File: src/design/sbg_pkg.sv
// Package with register map, reset values and timing constants of the brake/gear block.
package sbg_pkg;

	// Printed offsets are not all word multiples, so they are indices.
	localparam logic [11:0] IDX_BRAKE_ON = 12'h154;
	localparam logic [11:0] IDX_BRAKE_OFF = 12'h156;
	localparam logic [11:0] IDX_GEAR_NUM = 12'h158;
	localparam logic [11:0] IDX_GEAR_DEN = 12'h15a;
	localparam logic [11:0] IDX_ENC_PPR = 12'h15c;
	localparam logic [11:0] IDX_SPD_RANGE = 12'h15e;
	// Extra registers for the additional numerators, speed settings, control and status.
	localparam logic [11:0] IDX_GEAR_NUM2 = 12'h200;
	localparam logic [11:0] IDX_GEAR_NUM3 = 12'h201;
	localparam logic [11:0] IDX_GEAR_NUM4 = 12'h202;
	localparam logic [11:0] IDX_ZERO_SPD = 12'h203;
	localparam logic [11:0] IDX_ENC_SPD_LIM = 12'h204;
	localparam logic [11:0] IDX_CTRL = 12'h205;
	localparam logic [11:0] IDX_STATUS = 12'h206;

	// Reset values.
	localparam logic [15:0] RST_BRAKE_ON = 16'h0000;
	localparam logic [15:0] RST_BRAKE_OFF = 16'h0000;
	localparam logic [31:0] RST_GEAR_NUM = 32'h00000010;
	localparam logic [31:0] RST_GEAR_DEN = 32'h0000000a;
	localparam logic [31:0] RST_ENC_PPR = 32'h000009c4;
	localparam logic [15:0] RST_SPD_RANGE = 16'h000a;
	localparam logic [15:0] RST_ZERO_SPD = 16'h0064;
	localparam logic [15:0] RST_ENC_SPD_LIM = 16'h1388;

	// Field limits.
	localparam logic [15:0] BRAKE_DLY_MAX = 16'h03e8;
	localparam logic [31:0] ENC_PPR_MIN = 32'h00000004;
	localparam logic [31:0] ENC_PPR_MAX = 32'h00009c40;

	// Control register bit positions.
	localparam int CTRL_NUM_SEL_LO = 0;
	localparam int CTRL_NUM_SEL_HI = 1;

	// Status register bit positions.
	localparam int ST_BRAKE = 0;
	localparam int ST_ZERO = 1;
	localparam int ST_SPEED_REACHED_RANGE_SETTING = 2;
	localparam int ST_ENC_ERR = 3;
	localparam int ST_REJECT = 4;

	// Timing: one millisecond tick at 200 MHz.
	localparam int CLK_MHZ = 200;
	localparam int MS_US = 1000;
	localparam int MS_CYCLES = CLK_MHZ * MS_US;

	// Brake sequencing states.
	typedef enum logic [1:0] {
		BRK_IDLE,
		BRK_ON_WAIT,
		BRK_RELEASED,
		BRK_OFF_WAIT
	} sbg_brk_state_t;

endpackage : sbg_pkg

File: src/design/sbg_top.sv
// Brake timing, electronic gear, encoder output settings with APB slave.
module sbg_top #(
	parameter int MS_CYC = sbg_pkg::MS_CYCLES
) (
	// Clock and reset.
	input wire logic core_clk,
	input wire logic rst_b,
	// APB slave.
	input wire logic psel,
	input wire logic penable,
	input wire logic pwrite,
	input wire logic [13:0] paddr,
	input wire logic [31:0] pwdata,
	output logic [31:0] prdata,
	output logic pready,
	output logic pslverr,
	// Drive status inputs.
	input wire logic servo_on,
	input wire logic pulse_position_mode,
	input wire logic fault_active,
	input wire logic excluded_fault_alarm,
	input wire logic emergency_stop_input,
	input wire logic encoder_fault,
	// Speeds in r/min, signed.
	input wire logic signed [15:0] motor_speed,
	input wire logic signed [15:0] speed_command,
	input wire logic signed [15:0] feedback_speed,
	// Pulses.
	input wire logic cmd_pulse_in,
	output logic pos_cmd_pulse,
	// Outputs to motor side.
	output logic brake_release_output,
	output logic zero_speed_output,
	output logic speed_reached_output,
	output logic encoder_output_error_alarm,
	output logic [31:0] encoder_out_count_setting
);

	////////////////////////////////////////////////////////////////////////
	// Whole state of the block.
	typedef struct packed {
		logic [15:0] on_dly;
		logic [15:0] off_dly;
		logic [31:0] num1;
		logic [31:0] num2;
		logic [31:0] num3;
		logic [31:0] num4;
		logic [31:0] den;
		logic [31:0] ppr;
		logic [15:0] spd_rng;
		logic [15:0] zero_rng;
		logic [15:0] enc_lim;
		logic [1:0] num_sel;
		sbg_pkg::sbg_brk_state_t brk;
		logic [31:0] tick;
		logic [15:0] ms;
		logic [15:0] wait_ms;
		logic prev_on;
		logic brake;
		logic zero;
		logic speed_reached_range_setting;
		logic enc_err;
		logic reject;
		logic [31:0] rdata;
	} sbg_st_t;

	sbg_st_t s_q, s_d;

	// Decoded bus access.
	logic acc_wr;
	logic [11:0] idx;
	logic mapped;
	// Magnitudes of speeds.
	logic [15:0] spd_abs;
	logic [16:0] err_abs;
	logic [16:0] err_raw;
	// Selected numerator.
	logic [31:0] num_act;

	////////////////////////////////////////////////////////////////////////
	// Bus decode: word index is the byte address over four.
	always_comb begin
		idx = paddr[13:2];
		acc_wr = psel && penable && pwrite;
		case (idx)
			sbg_pkg::IDX_BRAKE_ON, sbg_pkg::IDX_BRAKE_OFF,
			sbg_pkg::IDX_GEAR_NUM, sbg_pkg::IDX_GEAR_DEN,
			sbg_pkg::IDX_ENC_PPR, sbg_pkg::IDX_SPD_RANGE,
			sbg_pkg::IDX_GEAR_NUM2, sbg_pkg::IDX_GEAR_NUM3,
			sbg_pkg::IDX_GEAR_NUM4, sbg_pkg::IDX_ZERO_SPD,
			sbg_pkg::IDX_ENC_SPD_LIM, sbg_pkg::IDX_CTRL,
			sbg_pkg::IDX_STATUS: mapped = 1'b1;
			default: mapped = 1'b0;
		endcase
	end

	// Speed magnitudes for the comparators.
	always_comb begin
		spd_abs = motor_speed[15] ? 16'(-motor_speed) : 16'(motor_speed);
		err_raw = 17'({speed_command[15], speed_command}
			- {feedback_speed[15], feedback_speed});
		err_abs = err_raw[16] ? 17'(-err_raw) : err_raw;
	end

	// Numerator chosen by the selection field.
	always_comb begin
		case (s_q.num_sel)
			2'h1: num_act = s_q.num2;
			2'h2: num_act = s_q.num3;
			2'h3: num_act = s_q.num4;
			default: num_act = s_q.num1;
		endcase
	end

	////////////////////////////////////////////////////////////////////////
	// Next state: registers, brake sequencer and speed flags.
	always_comb begin
		logic signed [15:0] offs;
		offs = '0;
		s_d = s_q;
		s_d.reject = 1'b0;
		s_d.prev_on = servo_on;

		// Register writes; out-of-range brake-on and encoder values ignored.
		if (acc_wr) begin
			case (idx)
				sbg_pkg::IDX_BRAKE_ON: begin
					if (pwdata[15:0] <= sbg_pkg::BRAKE_DLY_MAX) begin
						s_d.on_dly = pwdata[15:0];
					end
				end
				sbg_pkg::IDX_BRAKE_OFF: s_d.off_dly = pwdata[15:0];
				sbg_pkg::IDX_GEAR_NUM: begin
					if (pulse_position_mode && !servo_on) begin
						s_d.reject = 1'b1;
					end else begin
						s_d.num1 = pwdata;
					end
				end
				sbg_pkg::IDX_GEAR_DEN: begin
					if (pulse_position_mode && servo_on) begin
						s_d.reject = 1'b1;
					end else begin
						s_d.den = pwdata;
					end
				end
				sbg_pkg::IDX_ENC_PPR: begin
					if (pwdata >= sbg_pkg::ENC_PPR_MIN
						&& pwdata <= sbg_pkg::ENC_PPR_MAX) begin
						s_d.ppr = pwdata;
					end
				end
				sbg_pkg::IDX_SPD_RANGE: s_d.spd_rng = pwdata[15:0];
				sbg_pkg::IDX_GEAR_NUM2: s_d.num2 = pwdata;
				sbg_pkg::IDX_GEAR_NUM3: s_d.num3 = pwdata;
				sbg_pkg::IDX_GEAR_NUM4: s_d.num4 = pwdata;
				sbg_pkg::IDX_ZERO_SPD: s_d.zero_rng = pwdata[15:0];
				sbg_pkg::IDX_ENC_SPD_LIM: s_d.enc_lim = pwdata[15:0];
				sbg_pkg::IDX_CTRL: begin
					s_d.num_sel = pwdata[sbg_pkg::CTRL_NUM_SEL_HI:
						sbg_pkg::CTRL_NUM_SEL_LO];
				end
				default: begin
				end
			endcase
		end

		// Millisecond tick counter, restarted whenever a wait begins.
		if (s_q.tick == 32'(MS_CYC - 1)) begin
			s_d.tick = '0;
			s_d.ms = s_q.ms + 16'h0001;
		end else begin
			s_d.tick = s_q.tick + 32'h00000001;
		end

		// Brake sequencer.
		case (s_q.brk)
			sbg_pkg::BRK_IDLE: begin
				s_d.brake = 1'b0;
				if (servo_on && !s_q.prev_on) begin
					s_d.brk = sbg_pkg::BRK_ON_WAIT;
					s_d.wait_ms = s_q.on_dly;
					s_d.tick = '0;
					s_d.ms = '0;
				end
			end
			sbg_pkg::BRK_ON_WAIT: begin
				if (!servo_on) begin
					s_d.brk = sbg_pkg::BRK_IDLE;
				end else if (s_q.ms >= s_q.wait_ms) begin
					s_d.brake = 1'b1;
					s_d.brk = sbg_pkg::BRK_RELEASED;
				end
			end
			sbg_pkg::BRK_RELEASED: begin
				if (!servo_on) begin
					offs = s_q.off_dly;
					// Fault or estop stops at once for negative delays.
					if ((fault_active && !excluded_fault_alarm)
						|| emergency_stop_input) begin
						if (offs[15]) begin
							offs = '0;
						end
					end
					// A negative delay engages the brake at disable.
					if (offs[15] || offs == 16'sh0000) begin
						s_d.brake = 1'b0;
						s_d.brk = sbg_pkg::BRK_IDLE;
					end else begin
						s_d.brk = sbg_pkg::BRK_OFF_WAIT;
						s_d.wait_ms = offs;
						s_d.tick = '0;
						s_d.ms = '0;
					end
				end
			end
			sbg_pkg::BRK_OFF_WAIT: begin
				// Re-enable during the wait keeps the brake open; falling
				// back to idle would need a fresh enable edge and leave
				// a running motor against a closed brake.
				if (servo_on) begin
					s_d.brk = sbg_pkg::BRK_RELEASED;
				end else if (s_q.zero) begin
					s_d.brake = 1'b0;
					s_d.brk = sbg_pkg::BRK_IDLE;
				end else if (s_q.ms >= s_q.wait_ms) begin
					s_d.brake = 1'b0;
					s_d.brk = sbg_pkg::BRK_IDLE;
				end
			end
			default: begin
				s_d.brk = sbg_pkg::BRK_IDLE;
				s_d.brake = 1'b0;
			end
		endcase

		// Speed flags, registered so outputs come from flip-flops.
		s_d.zero = (spd_abs <= s_q.zero_rng);
		s_d.speed_reached_range_setting = (s_q.spd_rng != 16'h0000)
			&& (err_abs <= {1'b0, s_q.spd_rng});
		s_d.enc_err = encoder_fault || (spd_abs > s_q.enc_lim);

		// Read data latched in the setup cycle.
		s_d.rdata = '0;
		case (idx)
			sbg_pkg::IDX_BRAKE_ON: s_d.rdata = {16'h0000, s_q.on_dly};
			sbg_pkg::IDX_BRAKE_OFF: s_d.rdata = {16'h0000, s_q.off_dly};
			sbg_pkg::IDX_GEAR_NUM: s_d.rdata = s_q.num1;
			sbg_pkg::IDX_GEAR_DEN: s_d.rdata = s_q.den;
			sbg_pkg::IDX_ENC_PPR: s_d.rdata = s_q.ppr;
			sbg_pkg::IDX_SPD_RANGE: s_d.rdata = {16'h0000, s_q.spd_rng};
			sbg_pkg::IDX_GEAR_NUM2: s_d.rdata = s_q.num2;
			sbg_pkg::IDX_GEAR_NUM3: s_d.rdata = s_q.num3;
			sbg_pkg::IDX_GEAR_NUM4: s_d.rdata = s_q.num4;
			sbg_pkg::IDX_ZERO_SPD: s_d.rdata = {16'h0000, s_q.zero_rng};
			sbg_pkg::IDX_ENC_SPD_LIM: s_d.rdata = {16'h0000, s_q.enc_lim};
			sbg_pkg::IDX_CTRL: s_d.rdata = {30'h00000000, s_q.num_sel};
			sbg_pkg::IDX_STATUS: begin
				s_d.rdata = {27'h0000000, s_q.reject, s_q.enc_err,
					s_q.speed_reached_range_setting, s_q.zero, s_q.brake};
			end
			default: s_d.rdata = '0;
		endcase
	end

	////////////////////////////////////////////////////////////////////////
	// Register the whole state.
	always_ff @(posedge core_clk or negedge rst_b) begin
		if (!rst_b) begin
			s_q <= '0;
			s_q.on_dly <= sbg_pkg::RST_BRAKE_ON;
			s_q.off_dly <= sbg_pkg::RST_BRAKE_OFF;
			s_q.num1 <= sbg_pkg::RST_GEAR_NUM;
			s_q.num2 <= sbg_pkg::RST_GEAR_NUM;
			s_q.num3 <= sbg_pkg::RST_GEAR_NUM;
			s_q.num4 <= sbg_pkg::RST_GEAR_NUM;
			s_q.den <= sbg_pkg::RST_GEAR_DEN;
			s_q.ppr <= sbg_pkg::RST_ENC_PPR;
			s_q.spd_rng <= sbg_pkg::RST_SPD_RANGE;
			s_q.zero_rng <= sbg_pkg::RST_ZERO_SPD;
			s_q.enc_lim <= sbg_pkg::RST_ENC_SPD_LIM;
			s_q.brk <= sbg_pkg::BRK_IDLE;
		end else begin
			s_q <= s_d;
		end
	end

	////////////////////////////////////////////////////////////////////////
	// Gear scaler for the command pulse stream.
	sbg_gear u_gear (
		.core_clk(core_clk),
		.rst_b(rst_b),
		.num(num_act),
		.den(s_q.den),
		.pulse_in(cmd_pulse_in),
		.pulse_out(pos_cmd_pulse)
	);

	// Bus answer: zero wait states, error on unmapped index.
	assign pready = 1'b1;
	assign pslverr = psel && penable && !mapped;
	assign prdata = s_q.rdata;

	// Outputs.
	assign brake_release_output = s_q.brake;
	assign zero_speed_output = s_q.zero;
	assign speed_reached_output = s_q.speed_reached_range_setting;
	assign encoder_output_error_alarm = s_q.enc_err;
	assign encoder_out_count_setting = s_q.ppr;

endmodule : sbg_top

File: src/design/sbg_gear.sv
// Pulse gear scaler: input pulses times numerator over denominator.
module sbg_gear (
	// Clock and reset.
	input wire logic core_clk,
	input wire logic rst_b,
	// Gear ratio.
	input wire logic [31:0] num,
	input wire logic [31:0] den,
	// Pulse stream.
	input wire logic pulse_in,
	output logic pulse_out
);

	////////////////////////////////////////////////////////////////////////
	// State: residue accumulator and the registered output pulse.
	typedef struct packed {
		logic [32:0] acc;
		logic out;
	} sbg_gear_st_t;

	sbg_gear_st_t s_q, s_d;

	////////////////////////////////////////////////////////////////////////
	// Each input pulse adds num to the residue; one output pulse per cycle
	// is issued while the residue holds a whole denominator. This caps the
	// output at the clock rate, which is far above any motor pulse rate.
	always_comb begin
		s_d = s_q;
		s_d.out = 1'b0;
		if (pulse_in) begin
			s_d.acc = s_q.acc + {1'b0, num};
		end
		if (den != 32'h00000000 && s_d.acc >= {1'b0, den}) begin
			s_d.acc = s_d.acc - {1'b0, den};
			s_d.out = 1'b1;
		end
	end

	// Register the state.
	always_ff @(posedge core_clk or negedge rst_b) begin
		if (!rst_b) begin
			s_q <= '0;
		end else begin
			s_q <= s_d;
		end
	end

	assign pulse_out = s_q.out;

endmodule : sbg_gear

File: config.mk
export PLATFORM = sky130hd
export DESIGN_NAME = sbg_top
export DESIGN_NICKNAME = d
export VERILOG_FILES = /design/src/design/sbg_pkg.sv /design/src/design/sbg_top.sv /design/src/design/sbg_gear.sv
export SDC_FILE = /design/constraint.sdc
export NUM_CORES = 1
export LEC_CHECK = 0
export ABC_AREA = 1
export BUFFER_PORTS_ARGS = -buffer_cell sky130_fd_sc_hd__buf_2
export CORE_MARGIN = 1.5
export CORE_UTILIZATION = 30
export CTS_CLUSTER_SIZE = 16
export DETAILED_ROUTE_END_ITERATION = 10
export SLEW_MARGIN = 20
export SYNTH_ARGS = -nofsm -noshare
export SYNTH_HDL_FRONTEND = slang
export SYNTH_HIERARCHICAL = 1
export SYNTH_SLANG_ARGS = --single-unit
File: constraint.sdc
create_clock -name core_clk -period 6.88 [get_ports core_clk]
set_clock_uncertainty 0.05 [all_clocks]
set_input_delay 1.376 -clock core_clk [delete_from_list [all_inputs] [get_ports core_clk]]
set_output_delay 1.376 -clock core_clk [all_outputs]
set_load 0.03 [all_outputs]
==> results.yml <==
outcome:
  status: "completed"
setup_path:
  max_stage_delay_ns: 0.56
  cp_top_family: "simple AND/OR/NAND/NOR gates"
  cp-end-kind: "register"
  path_class: "reg2reg"
  critPathLaunchType: "register"
  crit_fanout: 34
  cp_num_buf_inv: 3
  crit_required_ns: 7.36
  critPathArrivalTime_ns: 6.31
  crit_path_frequent_cell: "nand2_1"
  crit_slowest_cell: "o21ai_0"
clocking:
  cts_max_level: 2
  clockBufferDepth: 3
  cts.hold.buffers_added: 0
  tritoncts: "done"
  cts_setup_buffers: 0
  insertion_delay_ns: 0.59
  cts_made_buffers: 44
  postCtsResizedCells: 0
  clkTransAtPathRegs_ns: 0.06
  ctsRootBufferMaster: "clkbuf_16"
  clkSinkCount: 412
sta:
  layout_min_cycle_time_ns: 5.82
  max_freq_mhz: 172
  period_share_pct: 84.7
  setup_tns_ns: 0
  tightestPinTransition_ns: 1.07
  setup_viol: 0
  finalMaxSlewViolations: 0
  rsz0062_at_grt: "no"
  slew-limit-headroom_pct: 28.8
  hold_viol_final: 0
pwr:
  clockPowerShare_pct: 33.7
  power_frac_seq_pct: 33.9
  p_leak_nw: 14.6
  pwr_density_cell_mw_per_mm2: 249
  p_int_mw: 4.81
  switchingPower_mw: 2.82
  pwr-share-comb_pct: 32.4
  ir_worst_vdd_v: 0.000166
  p_total_mw: 7.63
  netSwitchingFraction_pct: 36.9
placed_design:
  routabilityCongestion: 0.947
  hpwl_mm: 68.9
  numPortBuffers: 173
floorplanning:
  die-area_mm2: 0.0938
  initial_core_util_pct: 30.2
  num_rows: 111
  coreArea_mm2: 0.0914
  die_x_um: 306
  num_io_pins: 177
  die_y_um: 306
synthesis:
  synth_nets: 4066
  synthCells: 3809
  yosysWarningCount: 6
  syn-cell-area_mm2: 0.0276
  yosysUniqueCellTypes: 58
  synth.avg_cell_area_um2: 7.24
  ys_seq_area_share_pct: 37.5
  ys_seq_elements: 412
detailed_routing:
  num_vias: 25548
  drc_errors: 0
  wirelength_mm: 91.2
  dr.first_iter.drc_count: 2367
  drtPass1Iterations: 5
  antenna_left: 0
  vias_per_cell: 5.03
  wire_per_inst_um: 18.0
job:
  drv_cap: 0
finish:
  drive_gt1_share_pct: 10.1
  final_nets: 4113
  syn_to_final_growth_pct: 11.1
  antenna_cells: 0
global_routing:
  grt_max_degree: 114
  grt_pass1_vias: 24196
  antenna_found_initial: 1
  grt_pass1_wl_mm: 141
  grt.overflow.total: 0
  track_usage_pct: 19.2
min_path:
  worstHoldPathType: "reg2reg"
[cell usage after synthesis (all sizes together)]
master | count | area (um^2)
a22oi | 14 | 105
and2 | 1 | 6.26
nand3b | 13 | 97.6
inv | 487 | 1830
fa | 3 | 60.1
a22o | 10 | 87.6
nor2 | 331 | 1350
a311oi | 1 | 8.76
buf | 109 | 773
a211oi | 10 | 75.1
and3 | 3 | 18.8
o21ai | 365 | 1830
a31oi | 6 | 37.5
o21a | 5 | 37.5
or2 | 8 | 50.1
a221oi | 28 | 251
o31ai | 1 | 7.51
a21o | 10 | 75.1
o211ai | 1 | 12.5
dfrtp | 391 | 9780
conb | 1 | 3.75
dfstp | 21 | 552
o2111ai | 26 | 228
clkbuf | 89 | 334
o22ai | 20 | 125
ha | 148 | 1850
xor2 | 58 | 516
a21boi | 6 | 48.8
o221ai | 2 | 17.5
nand3 | 224 | 1150
a21oi | 137 | 689
o21bai | 16 | 120
xnor2 | 33 | 289
nor3 | 71 | 383
nor4 | 28 | 175
nand4 | 89 | 603
nor3b | 2 | 15.0
nand2 | 1041 | 4010
[placed cells by master (no fill, tap or decap), drive strengths merged, types with 16 or more instances in the layout]
cell type  count
nand2       1041
inv          492
dfrtp        391
o21ai        365
nor2         331
nand3        224
buf          199
ha           148
a21oi        137
nand4         89
nor3          71
xor2          58
clkbuf        57
xnor2         33
nor4          28
a221oi        28
o2111ai       26
dfstp         21
o22ai         20
o21bai        16
[worst paths after layout]
kind | end | slack [ns] | start | cells past startpoint
worst max-delay path | u_gear/s_q[2]$_DFF_PN0_ | 1.06 | s_q[105]$_DFFE_PN0P_ | 26
worst min-delay path | s_q[377]$_DFFE_PN0P_ | 0.42 | s_q[377]$_DFFE_PN0P_ | 2
worst max register to register | u_gear/s_q[2]$_DFF_PN0_ | 1.06 | s_q[105]$_DFFE_PN0P_ | 26
worst min register to register | s_q[377]$_DFFE_PN0P_ | 0.42 | s_q[377]$_DFFE_PN0P_ | 2
max in group asynchronous | s_q[102]$_DFFE_PN0P_ | 4.80 | rst_b | 2
min in group asynchronous | prdata[16]$_DFF_PN0_ | 0.67 | rst_b | 1
[per-layer routing]
layer	GRT usage [%]	part of all wire, %	up-vias
li1	-	-	12523
met1	26.6	45	11971
met2	29.4	43	897
met3	3.31	7.4	157
met4	8.19	4.3	0
met5	0	0	-
[kinds of logic after synthesis]
kind of cell | after synthesis | synth area share, %
simple gates | 1811 | 28.4
compound gates | 658 | 13.6
flops | 412 | 37.5
fa+ha+maj | 151 | 6.93
buf+inv | 685 | 10.6
xor+xnor | 91 | 2.92
other cells | 1 | 0.0136
[through the flow]
step                hold slack (ns)  std cells  cell area (um^2)  setup WS (ns)  util, %
floorplan                     0.386       3809             27600           2.36        -
global placement              0.398       4996             29100           1.25     31.9
detailed placement            0.402       4996             29100           1.25     31.9
CTS                           0.418       5078             30700           1.22     33.5
global route                  0.440       5078             30700          0.693     33.5
finish                        0.418       5078             30700           1.06     33.5
[sequential cells by signal, indices dropped and copies added (netlist names)]
register                    count
speed_reached_output            1
zero_speed_output               1
u_gear/s_q                     33
u_gear/pulse_out                1
prdata                         32
brake_release_output            1
encoder_output_error_alarm      1
s_q                           310
encoder_out_count_setting      32
[power by group through the flow]
stage	Clock [mW]	Combinational (mW)	Sequential, mW
CTS	2.62	2.45	2.59
global placement	0	2.43	2.63
floorplan	0	1.77	2.62
global route	2.70	2.80	2.60
finish	2.57	2.47	2.59
detailed placement	0	2.43	2.63
[layout make-up]
cell class | count | area (um^2)
clock buffer | 57 | 1210
timing repair buffer | 199 | 1100
clock inverter | 25 | 329
tap | 1186 | 1480
inverter | 487 | 1830
fill | 9735 | 60700
multi-input combinational | 2712 | 14400
sequential | 412 | 10300
[worst reg2reg max path, cell delays in order (launching register included)]
cell,delay (ns)
dfrtp_1,0.43
inv_1,0.10
nor2_2,0.33
buf_4,0.44
inv_1,0.17
o22ai_1,0.14
a21oi_1,0.06
nand2_1,0.18
ha_1,0.23
nand2_1,0.09
nor2_1,0.17
nand2_1,0.09
o21ai_0,0.56
nor2_1,0.10
o31ai_1,0.44
ha_1,0.38
a21oi_1,0.23
nand2_1,0.12
a21oi_1,0.25
nand2_2,0.14
nand2_1,0.08
nand2_1,0.10
nand2_2,0.11
nand4_4,0.22
nand2_4,0.37
nand2_1,0.11
nand2_1,0.08
(Power assumes the default switching activity.)
